File: config.mk
export PLATFORM = sky130hd
export DESIGN_NAME = dec_diag_checks
export DESIGN_NICKNAME = d
export VERILOG_FILES = /design/src/hw/dec_pkg.sv /design/src/hw/dec_link_if.sv /design/src/hw/dec_diag_checks.sv /design/src/hw/dec_map_crc.sv /design/src/hw/dec_serial.sv
export SDC_FILE = /design/constraint.sdc
export NUM_CORES = 1
export LEC_CHECK = 0
export BUFFER_PORTS_ARGS = -buffer_cell sky130_fd_sc_hd__buf_2
export CELL_PAD_IN_SITES_DETAIL_PLACEMENT = 0
export CELL_PAD_IN_SITES_GLOBAL_PLACEMENT = 1
export CORE_UTILIZATION = 25
export DETAILED_ROUTE_END_ITERATION = 16
export PLACE_DENSITY_LB_ADDON = 0.1
export SLEW_MARGIN = 20
export SYNTH_ARGS = -nofsm -noshare
export SYNTH_HDL_FRONTEND = slang
export SYNTH_HIERARCHICAL = 1
export SYNTH_SLANG_ARGS = --single-unit
File: constraint.sdc
create_clock -name i_mclk -period 5.55 [get_ports i_mclk]
set_input_delay 0.555 -clock i_mclk [delete_from_list [all_inputs] [get_ports i_mclk]]
set_output_delay 0.555 -clock i_mclk [all_outputs]
set_load 0.01 [all_outputs]
File: src/hw/dec_pkg.sv
/*
 * Shared constants, state type and CRC function of the diagnostic check block.
 * Assumes one 10 MHz system clock for every module that imports it.
 */
package dec_pkg;
	localparam int          CLK_PERIOD_NS = 100;
	// Register map of the serial port: errors are read-only, enables read/write.
	localparam logic [5:0]  ADDR_ERRORS   = 6'h06;
	localparam logic [5:0]  ADDR_ENABLES  = 6'h07;
	localparam logic [23:0] ENABLES_RESET = 24'h000040;
	localparam logic [23:0] ERRORS_RESET  = 24'h000000;
	// Bit positions, shared by the enable and the error register.
	localparam int B_ROM        = 0;
	localparam int B_MAP        = 1;
	localparam int B_IF_CRC     = 2;
	localparam int B_WRITE      = 3;
	localparam int B_READ       = 4;
	localparam int B_SCLK       = 5;
	localparam int B_IGNORE     = 6;
	localparam int B_ALDO_CHK   = 7;
	localparam int B_ALDO_TRIP  = 8;
	localparam int B_DLDO_CHK   = 9;
	localparam int B_DLDO_TRIP  = 10;
	localparam int B_REF        = 11;
	localparam int B_NEG_UNDER  = 12;
	localparam int B_NEG_OVER   = 13;
	localparam int B_POS_UNDER  = 14;
	localparam int B_POS_OVER   = 15;
	localparam int B_SAT        = 16;
	localparam int B_CONV       = 17;
	// Positions of the analog monitor levels in the synchroniser vector.
	localparam int MON_W        = 7;
	localparam int MON_POS_OVER = 0;
	localparam int MON_POS_UNDER = 1;
	localparam int MON_NEG_OVER = 2;
	localparam int MON_NEG_UNDER = 3;
	localparam int MON_REF      = 4;
	localparam int MON_DLDO     = 5;
	localparam int MON_ALDO     = 6;
	// Serial frame layout: command byte, 24 data bits, optional CRC byte.
	localparam int         CMD_RD_BIT  = 6;
	localparam int         CMD_WEN_BIT = 7;
	localparam logic [5:0] CMD_BITS    = 6'd8;
	localparam logic [5:0] FRAME_PLAIN = 6'd32;
	localparam logic [5:0] FRAME_CRC   = 6'd40;
	localparam logic [7:0] CRC_POLY    = 8'h07;
	// Power-on window during which writes are discarded.
	localparam int POR_TIME_NS = 6400;
	localparam int POR_CYCLES  = (POR_TIME_NS + CLK_PERIOD_NS - 1) / CLK_PERIOD_NS;
	// Period of the register map recheck.
	localparam int MAP_CHECK_TIME_US = 1000;
	localparam int MAP_CHECK_CYCLES  = MAP_CHECK_TIME_US * 1000 / CLK_PERIOD_NS;
	localparam int ROM_AW    = 4;
	localparam int ROM_DEPTH = 16;

	typedef enum {ROM_FETCH, ROM_LAST, ROM_DONE} dec_rom_state_t;

	// CRC-8, MSB first, zero seed; a leading zero byte leaves it unchanged.
	function automatic logic [7:0] dec_crc8(input logic [31:0] d);
		logic [7:0] c;
		c = 8'h00;
		for (int i = 31; i >= 0; i--) begin
			c = (c[7] ^ d[i]) ? ({c[6:0], 1'b0} ^ CRC_POLY) : {c[6:0], 1'b0};
		end
		return c;
	endfunction : dec_crc8
endpackage : dec_pkg

File: src/hw/dec_link_if.sv
/*
 * Link between the serial front end and the register core.
 * Assumes both ends run on the same system clock.
 */
`timescale 1ns/1ps
interface dec_link_if;
	logic [5:0]  addr;
	logic        rd_stb;
	logic        rd_done;
	logic [23:0] rdata;
	logic        wr_stb;
	logic [23:0] wdata;
	logic        cnt_bad;
	logic        crc_bad;
	logic        crc_en;

	modport port (output addr, rd_stb, rd_done, wr_stb, wdata, cnt_bad, crc_bad,
		input rdata, crc_en);
	modport core (input addr, rd_stb, rd_done, wr_stb, wdata, cnt_bad, crc_bad,
		output rdata, crc_en);
endinterface : dec_link_if

File: src/hw/dec_diag_checks.sv
/*
 * Diagnostic check enables and error flags of the converter, with the serial
 * register port, the input monitors, the regulator trip tests and the interface, map and ROM CRC checks.
 * Assumes a 10 MHz clock, a registered ROM answering one cycle after its address,
 * conversion and saturation events on this clock, and asynchronous analog levels.
 */
`timescale 1ns/1ps
module dec_diag_checks
	import dec_pkg::*;
#(
	parameter int         MAP_CYCLES       = MAP_CHECK_CYCLES,
	parameter logic [7:0] ROM_CRC_EXPECTED = 8'h00
)(
	input  wire logic              i_mclk,
	input  wire logic              i_rstn,
	input  wire logic              i_cs_n,
	input  wire logic              i_sclk,
	input  wire logic              i_din,
	output logic                   o_dout,
	output logic                   o_dout_oe,
	input  wire logic              i_calibrating,
	input  wire logic              i_conv_fail,
	input  wire logic              i_mod_sat,
	input  wire logic              i_pos_over,
	input  wire logic              i_pos_under,
	input  wire logic              i_neg_over,
	input  wire logic              i_neg_under,
	input  wire logic              i_ext_ref_used,
	input  wire logic              i_ref_low,
	input  wire logic              i_dldo_bad,
	input  wire logic              i_aldo_bad,
	output logic                   o_digital_regulator_trip_test,
	output logic                   o_analog_regulator_trip_test,
	output logic [ROM_AW-1:0]      o_rom_addr,
	input  wire logic [7:0]        i_rom_data,
	output logic [23:0]            o_check_enables,
	output logic [23:0]            o_error_flags
);
	localparam int PW = $clog2(POR_CYCLES + 1);

	dec_link_if link ();

	logic [23:0]      enables_reg, errors_reg, errors_next, err_set, snap_reg, clr_mask;
	logic [PW-1:0]    por_reg;
	logic [MON_W-1:0] m1_reg, m2_reg, m3_reg, mon_reg, mon_next;
	logic             busy, readable, wr_enables, wr_commit_reg, err_clear, map_bad;
	logic             rom_valid_reg, rom_bad_reg;
	logic [7:0]       rom_crc_reg;
	logic [ROM_AW-1:0] rom_addr_reg;
	dec_rom_state_t   rom_state_reg, rom_state_next;

	dec_serial u_serial (
		.i_mclk    (i_mclk),
		.i_rstn    (i_rstn),
		.i_cs_n    (i_cs_n),
		.i_sclk    (i_sclk),
		.i_din     (i_din),
		.o_dout    (o_dout),
		.o_dout_oe (o_dout_oe),
		.link      (link.port)
	);

	dec_map_crc #(
		.CHECK_CYCLES (MAP_CYCLES)
	) u_map_crc (
		.i_mclk     (i_mclk),
		.i_rstn     (i_rstn),
		.i_enable   (enables_reg[B_MAP]),
		.i_capture  (wr_commit_reg),
		.i_map      (enables_reg),
		.o_mismatch (map_bad)
	);

	// Writes are locked out while power-on settles or a calibration runs.
	assign busy       = (por_reg != '0) | i_calibrating;
	assign wr_enables = link.wr_stb & ~busy & (link.addr == ADDR_ENABLES);
	assign readable   = (link.addr == ADDR_ENABLES) | (link.addr == ADDR_ERRORS);

	// Read data and the CRC mode go back to the serial front end.
	assign link.rdata  = (link.addr == ADDR_ENABLES) ? enables_reg :
		(link.addr == ADDR_ERRORS) ? errors_reg : 24'h000000;
	assign link.crc_en = enables_reg[B_IF_CRC];

	// Analog levels take three stages; a change counts once stages two and three agree.
	assign mon_next = (m2_reg & ~(m2_reg ^ m3_reg)) | (mon_reg & (m2_reg ^ m3_reg));

	// Each flag is set only through its own enable, the regulator checks also through their trip test enable; trip flags never set.
	assign err_set[23:18]       = 6'h00;
	assign err_set[B_CONV]      = enables_reg[B_CONV] & i_conv_fail;
	assign err_set[B_SAT]       = enables_reg[B_SAT] & i_mod_sat;
	assign err_set[B_POS_OVER]  = enables_reg[B_POS_OVER] & mon_reg[MON_POS_OVER];
	assign err_set[B_POS_UNDER] = enables_reg[B_POS_UNDER] & mon_reg[MON_POS_UNDER];
	assign err_set[B_NEG_OVER]  = enables_reg[B_NEG_OVER] & mon_reg[MON_NEG_OVER];
	assign err_set[B_NEG_UNDER] = enables_reg[B_NEG_UNDER] & mon_reg[MON_NEG_UNDER];
	assign err_set[B_REF]       = enables_reg[B_REF] & i_ext_ref_used & mon_reg[MON_REF];
	assign err_set[B_DLDO_TRIP] = 1'b0;
	assign err_set[B_DLDO_CHK]  = (enables_reg[B_DLDO_CHK] | enables_reg[B_DLDO_TRIP])
		& mon_reg[MON_DLDO];
	assign err_set[B_ALDO_TRIP] = 1'b0;
	assign err_set[B_ALDO_CHK]  = (enables_reg[B_ALDO_CHK] | enables_reg[B_ALDO_TRIP])
		& mon_reg[MON_ALDO];
	assign err_set[B_IGNORE]    = enables_reg[B_IGNORE] & link.wr_stb & busy;
	assign err_set[B_SCLK]      = enables_reg[B_SCLK] & link.cnt_bad;
	assign err_set[B_READ]      = enables_reg[B_READ] & link.rd_stb & ~readable;
	assign err_set[B_WRITE]     = enables_reg[B_WRITE] & link.wr_stb & ~busy
		& (link.addr != ADDR_ENABLES);
	assign err_set[B_IF_CRC]    = enables_reg[B_IF_CRC] & link.crc_bad;
	assign err_set[B_MAP]       = enables_reg[B_MAP] & map_bad;
	assign err_set[B_ROM]       = enables_reg[B_ROM] & rom_bad_reg;

	// Reading the error register clears only the bits that were shifted out,
	// so an event landing during the read survives, and a new set beats the clear.
	assign err_clear   = link.rd_done & (link.addr == ADDR_ERRORS);
	assign clr_mask    = err_clear ? snap_reg : 24'h000000;
	assign errors_next = (errors_reg & ~clr_mask) | err_set;

	// Trip tests are plain levels to the analog supervisors.
	assign o_digital_regulator_trip_test = enables_reg[B_DLDO_TRIP];
	assign o_analog_regulator_trip_test  = enables_reg[B_ALDO_TRIP];
	assign o_rom_addr      = rom_addr_reg;
	assign o_check_enables = enables_reg;
	assign o_error_flags   = errors_reg;

	// Monitor synchroniser.
	always_ff @(posedge i_mclk or negedge i_rstn) begin
		if (!i_rstn) begin
			m1_reg  <= '0;
			m2_reg  <= '0;
			m3_reg  <= '0;
			mon_reg <= '0;
		end else begin
			m1_reg  <= {i_aldo_bad, i_dldo_bad, i_ref_low, i_neg_under, i_neg_over,
				i_pos_under, i_pos_over};
			m2_reg  <= m1_reg;
			m3_reg  <= m2_reg;
			mon_reg <= mon_next;
		end
	end

	// Power-on window counts down once after reset release.
	always_ff @(posedge i_mclk or negedge i_rstn) begin
		if (!i_rstn) begin
			por_reg <= PW'(POR_CYCLES);
		end else if (por_reg != '0) begin
			por_reg <= por_reg - PW'(1);
		end
	end

	// Configuration register and the map snapshot strobe one cycle later.
	always_ff @(posedge i_mclk or negedge i_rstn) begin
		if (!i_rstn) begin
			enables_reg   <= ENABLES_RESET;
			wr_commit_reg <= 1'b0;
		end else begin
			wr_commit_reg <= wr_enables;
			if (wr_enables) begin
				enables_reg <= link.wdata;
			end
		end
	end

	// Error flags and the copy of what a read of them carried.
	always_ff @(posedge i_mclk or negedge i_rstn) begin
		if (!i_rstn) begin
			errors_reg <= ERRORS_RESET;
			snap_reg   <= 24'h000000;
		end else begin
			errors_reg <= errors_next;
			if (link.rd_stb && link.addr == ADDR_ERRORS) begin
				snap_reg <= errors_reg;
			end
		end
	end

	// ROM walk sequencing: fetch every word once, then hold the verdict.
	always_comb begin
		case (rom_state_reg)
			ROM_FETCH: rom_state_next = (rom_addr_reg == ROM_AW'(ROM_DEPTH - 1)) ? ROM_LAST
				: ROM_FETCH;
			ROM_LAST:  rom_state_next = ROM_DONE;
			ROM_DONE:  rom_state_next = ROM_DONE;
			default:   rom_state_next = ROM_DONE;
		endcase
	end

	// ROM CRC runs only at power-on; its verdict is kept for the flag to read.
	always_ff @(posedge i_mclk or negedge i_rstn) begin
		if (!i_rstn) begin
			rom_state_reg <= ROM_FETCH;
			rom_addr_reg  <= '0;
			rom_valid_reg <= 1'b0;
			rom_crc_reg   <= 8'h00;
			rom_bad_reg   <= 1'b0;
		end else begin
			rom_state_reg <= rom_state_next;
			rom_valid_reg <= rom_state_reg == ROM_FETCH;
			if (rom_state_reg == ROM_FETCH) begin
				rom_addr_reg <= rom_addr_reg + ROM_AW'(1);
			end
			if (rom_valid_reg) begin
				rom_crc_reg <= dec_crc8({24'h000000, rom_crc_reg ^ i_rom_data});
			end
			rom_bad_reg <= (rom_state_reg == ROM_DONE) && (rom_crc_reg != ROM_CRC_EXPECTED);
		end
	end
endmodule : dec_diag_checks

File: src/hw/dec_map_crc.sv
/*
 * Register map guard: snapshots a CRC after each write and rechecks it on a timer.
 * Assumes the capture strobe comes one cycle after the map has taken its new value.
 */
`timescale 1ns/1ps
module dec_map_crc
	import dec_pkg::*;
#(
	parameter int CHECK_CYCLES = MAP_CHECK_CYCLES
)(
	input  wire logic        i_mclk,
	input  wire logic        i_rstn,
	input  wire logic        i_enable,
	input  wire logic        i_capture,
	input  wire logic [23:0] i_map,
	output logic             o_mismatch
);
	localparam int         TW        = $clog2(CHECK_CYCLES + 1);
	localparam logic [7:0] RESET_CRC = dec_crc8({8'h00, ENABLES_RESET});

	logic [7:0]    ref_reg, now_crc;
	logic [TW-1:0] timer_reg;
	logic          tick;

	assign now_crc = dec_crc8({8'h00, i_map});
	assign tick    = timer_reg == TW'(CHECK_CYCLES - 1);

	// The timer clears to zero while disabled, so no stale recheck fires on enable.
	always_ff @(posedge i_mclk or negedge i_rstn) begin
		if (!i_rstn) begin
			ref_reg    <= RESET_CRC;
			timer_reg  <= '0;
			o_mismatch <= 1'b0;
		end else begin
			if (i_capture) begin
				ref_reg <= now_crc;
			end
			timer_reg  <= (!i_enable || tick) ? '0 : timer_reg + TW'(1);
			o_mismatch <= i_enable & tick & ~i_capture & (now_crc != ref_reg);
		end
	end
endmodule : dec_map_crc

File: src/hw/dec_serial.sv
/*
 * Serial front end: frames on chip select, counts clocks, shifts data, checks CRC.
 * Assumes SCLK idles high, each SCLK phase lasts at least four system clocks.
 */
`timescale 1ns/1ps
module dec_serial
	import dec_pkg::*;
(
	input  wire logic i_mclk,
	input  wire logic i_rstn,
	input  wire logic i_cs_n,
	input  wire logic i_sclk,
	input  wire logic i_din,
	output logic      o_dout,
	output logic      o_dout_oe,
	dec_link_if.port  link
);
	logic [2:0]  s1_reg, s2_reg, s3_reg, f_reg, f_next;
	logic [5:0]  cnt_reg;
	logic [39:0] rx_reg;
	logic [31:0] tx_reg;
	logic [7:0]  cmd_reg;
	logic        rd_pend_reg;
	logic        rise, fall, cs_start, cs_end, sel, din, have_cmd, is_read, full, crc_ok;

	// Pins take three stages; a level counts once stages two and three agree.
	assign f_next   = (s2_reg & ~(s2_reg ^ s3_reg)) | (f_reg & (s2_reg ^ s3_reg));
	assign rise     = ~f_reg[1] & f_next[1];
	assign fall     = f_reg[1] & ~f_next[1];
	assign cs_start = f_reg[2] & ~f_next[2];
	assign cs_end   = ~f_reg[2] & f_next[2];
	assign sel      = ~f_reg[2];
	assign din      = f_next[0];

	// Frame decode; only the read strobe after the command byte acts before chip select closes the frame.
	assign have_cmd = cnt_reg >= CMD_BITS;
	assign is_read  = cmd_reg[CMD_RD_BIT];
	assign full     = cnt_reg == (link.crc_en ? FRAME_CRC : FRAME_PLAIN);
	assign crc_ok   = !link.crc_en || (dec_crc8({cmd_reg, rx_reg[31:8]}) == rx_reg[7:0]);
	assign link.addr    = cmd_reg[5:0];
	assign link.wdata   = link.crc_en ? rx_reg[31:8] : rx_reg[23:0];
	assign link.rd_stb  = rd_pend_reg;
	assign link.rd_done = cs_end & have_cmd & is_read & (cnt_reg >= FRAME_PLAIN);
	assign link.wr_stb  = cs_end & have_cmd & ~is_read & ~cmd_reg[CMD_WEN_BIT] & full
		& crc_ok;
	assign link.crc_bad = cs_end & have_cmd & ~is_read & link.crc_en & full & ~crc_ok;
	assign link.cnt_bad = cs_end & (cnt_reg[2:0] != 3'h0);
	assign o_dout_oe    = sel;

	// Synchroniser chain for chip select, clock and data.
	always_ff @(posedge i_mclk or negedge i_rstn) begin
		if (!i_rstn) begin
			s1_reg <= 3'h7;
			s2_reg <= 3'h7;
			s3_reg <= 3'h7;
			f_reg  <= 3'h7;
		end else begin
			s1_reg <= {i_cs_n, i_sclk, i_din};
			s2_reg <= s1_reg;
			s3_reg <= s2_reg;
			f_reg  <= f_next;
		end
	end

	// Receive side: clock count saturates so a runaway frame stays flagged.
	always_ff @(posedge i_mclk or negedge i_rstn) begin
		if (!i_rstn) begin
			cnt_reg     <= 6'h00;
			rx_reg      <= 40'h0;
			cmd_reg     <= 8'h00;
			rd_pend_reg <= 1'b0;
		end else begin
			rd_pend_reg <= sel & rise & (cnt_reg == CMD_BITS - 6'd1) & rx_reg[CMD_RD_BIT - 1];
			if (cs_start) begin
				cnt_reg <= 6'h00;
			end else if (sel && rise) begin
				if (cnt_reg != 6'h3f) begin
					cnt_reg <= cnt_reg + 6'd1;
				end
				rx_reg <= {rx_reg[38:0], din};
				if (cnt_reg == CMD_BITS - 6'd1) begin
					cmd_reg <= {rx_reg[6:0], din};
				end
			end
		end
	end

	// Transmit side: read data, then the CRC byte when checking is on.
	always_ff @(posedge i_mclk or negedge i_rstn) begin
		if (!i_rstn) begin
			tx_reg <= 32'h0;
			o_dout <= 1'b0;
		end else if (cs_start) begin
			tx_reg <= 32'h0;
		end else if (rd_pend_reg) begin
			tx_reg <= {link.rdata, link.crc_en ? dec_crc8({cmd_reg, link.rdata}) : 8'h00};
		end else if (sel && fall) begin
			tx_reg <= {tx_reg[30:0], 1'b0};
			o_dout <= tx_reg[31];
		end
	end
endmodule : dec_serial

==> results by group <==
Final layout
  – Diodes inserted: 0
  – Commonest non-fill, non-tap cell in the layout: dfrtp_1
  – Area delta synth->final: 17.0%
  – Layout Utilization: between 20 and 30%
  – Fill cells: 5241
  – Footprint of the multi-input gates: approximately 6500 um2
  – Commonest cells after routing, fill and taps aside: 218 x dfrtp_1, 128 x xnor2_1, 96 x nor2_1, 94 x mux2_2, 91 x nand2_1
  – Final net count: between 1000 and 1500
  – FF+latch area: 6010 um2
  – Share of layout cells above drive strength 1: between 20% and 30%
  – Final instance area: ~15000 um2

Logic synthesis
  – Number of flops mapped to enable cells by yosys: 0
  – Cell taking the most area after synthesis: dfrtp_1
  – Top-area cell type share of the netlist area: approximately 43%
  – Mapped Area: 12800 um2
  – Top cells by area, synth: dfrtp_1 43%, xnor2_1 8.8%, mux2_2 8.3%
  – Syn_nets: about 1100
  – Cell count after synthesis: roughly 1100
  – Synth warnings: 6
  – Unique masters post-synth: 65
  – Ys async rst share: between 90% and 100%
  – Post-synth top flop: dfrtp_1
  – Syn Area/Cell: roughly 12 um2
  – Post-synthesis sequential area ratio: between 40% and 50%
  – Synthesized flop and latch total: between 200 and 250

CTS
  – TritonCTS Buffers: 30
  – Total setup buffers inserted after CTS: 0
  – CTS tree: yes
  – H-tree levels: 1
  – Worst-path clk slew: around 0.07 ns
  – CTS sink count: 239
  – Root buf cell: clkbuf_16
  – Worst-Skew Late Latency: 0.59 ns
  – Max clock buf depth: 3

Route
  – Post-Route WL: 34900 um
  – Avg WL per Cell: approximately 19 um
  – Routed via count: 7945
  – DRC: 0
  – Via density: 4.32
  – ANT nets after route: 0
  – Detailed Route Iter0 Violations: between 300 and 400
  – Drt pass-1 iters: 4

Timing
  – Setup TNS: 0 ns
  – Setup slack after layout: 0.944 ns
  – Final Setup Violations: 0
  – Post-route minimum period: about 4.6 ns
  – Worst Max-Slew Pin Slew: between 0.8 and 0.9 ns
  – Unrepaired setup endpoints after global routing: no
  – Final hold violation count: 0
  – Slew margin rel.: 46.1%
  – F_max: 217 MHz
  – Max-slew violation count: 0
  – Fin Clk Skew: 0.0280 ns
  – Final period utilization: roughly 83%

Run
  – Max-capacitance violation count: 0

Setup path
  – Critical path peak fanout: 25
  – Req. time, crit path: slightly above 6 ns
  – Crit path arrival time: about 5 ns
  – FF-to-FF End: o_check_enables[23]
  – Reg-to-reg slack, setup: 0.94 ns
  – Worst Setup Start Kind: flip-flop
  – R2r worst-path depth: 11
  – Setup Crit Path Kind: flip-flop to flip-flop
  – Worst R2R Start: u_serial/cmd_reg[3]
  – Critical path endpoint category: flip-flop

Floorplanning
  – Die Width: approximately 230 um
  – Die H: about 230 um
  – Core area: around 50000 um2
  – Starting Density: 25.4%
  – FP Rows: between 80 and 90
  – Num ports: 80
  – Die footprint: 52100 um2

Hold path
  – Hold endpoint: m1_reg[4]
  – Min-delay worst type: input port to flip-flop
  – Worst Hold Launch: i_ref_low
  – Worst Hold Depth: 1

Power and ir drop
  – Leakage Power: approximately 7 nW
  – Pwr/cell area: about 300 nW/um2
  – Peak supply drop: between 0.2 and 0.25 mV

GRT
  – GRT Total Usage: a little over an eighth
  – Global-route wire length before repair: about 54000 um
  – Overflow after GRT: 0
  – Pin count of the biggest net entering global routing: about 110
  – Vias in the first global route: roughly 8400
  – Initial antenna violation count: 2

Placed design
  – IO Port Bufs: 79
  – Pre-CTS setup slack: between 0.9 and 1 ns
  – Dpl hpwl: 24400 um
  – Placed Area: between 10000 and 15000 um2
  – Routability cong.: around 0.73

Run status
  – Run status: completed
## repair_timing
action / in CTS / in global routing
hold buffers: 1 / 0
hold endpoints to repair: 4 / 0
resized for setup: 0 / 0
## cell families (layout without fill, tap and decap cells)
kind of cell / after synthesis / in the layout / synth area share [%]
compound gates: 123 / 123 / 6.11
flops: 239 / 239 / 46.9
simple gates: 245 / 245 / 8.43
buf+inv: 66 / 161 / 2.53
mux: 145 / 145 / 13.0
fa+ha+maj: 15 / 15 / 1.29
xor+xnor: 240 / 240 / 21.7
## worst max-delay path by stage
stage | start | end | depth (start not counted)
2_1_floorplan | u_serial/cmd_reg[3] | o_check_enables[10] | 13
3_3_place_gp | u_serial/cmd_reg[3] | o_check_enables[1] | 11
3_5_place_dp | u_serial/cmd_reg[3] | o_check_enables[1] | 11
4_1_cts | u_serial/cmd_reg[3] | o_check_enables[0] | 11
5_1_grt | u_serial/cmd_reg[3] | o_check_enables[23] | 11
6_report | u_serial/cmd_reg[3] | o_check_enables[23] | 11
## cell type report
type	count	share of cell area, %
multi-input cells	768	43.4
flip-flops and latches	239	40.1
well taps	672	5.62
clock buffers	43	5.61
repair buffers	94	3.56
clock inverters	13	1.40
inverters	11	0.276
## synth_stat cells, drive strengths merged (4+ instances only)
cell type / number
dfrtp: 220
xnor2: 135
mux2: 113
nor2: 96
nand2: 91
xor2: 64
a21oi: 63
clkbuf: 32
mux2i: 32
xnor3: 32
buf: 23
dfstp: 19
o21ai: 12
inv: 11
nor3: 11
a21boi: 10
a22o: 10
maj3: 9
xor3: 9
and3: 7
nand3: 7
ha: 6
nand4: 6
or3: 5
nand2b: 4
nor4: 4
## through the flow
stage / total power [W] / hold WS [ns] / instances
after floorplan: 0.00226 / 0.259 / 1073
after global placement: 0.00242 / 0.333 / 1783
after detailed placement: 0.00242 / 0.335 / 1783
after CTS: 0.00456 / 0.0305 / 1840
after global routing: 0.00468 / 0.0310 / 1840
final: 0.00446 / 0.0701 / 1840
## worst max-delay path, stage by stage, from the launching register on
cell and delay (ns):
dfrtp_1 0.46, xor2_1 0.37, xor2_1 0.45, xnor3_2 0.53
xnor3_1 0.42, or3_1 0.38, a211oi_2 0.24, o221ai_2 0.16
a211oi_1 0.43, and4_1 0.26, buf_4 0.39, mux2_2 0.38
## layer usage
metal  up-vias  global-route usage [%]  share of wire [%]
li1       3801                       -                  -
met1      3991                    19.4                 49
met2       109                    21.3                 45
met3        44                    2.51                3.6
met4         0                    3.25                2.3
met5         -                       0                  0
## where the power goes
group	internal (W)	total [W]	switching [W]
clock	0.00128	0.00208	0.000801
sequential	0.00182	0.00192	0.0000958
combinational	0.000246	0.000459	0.000213
total	0.00335	0.00446	0.00111
(Power assumes the default switching activity.)
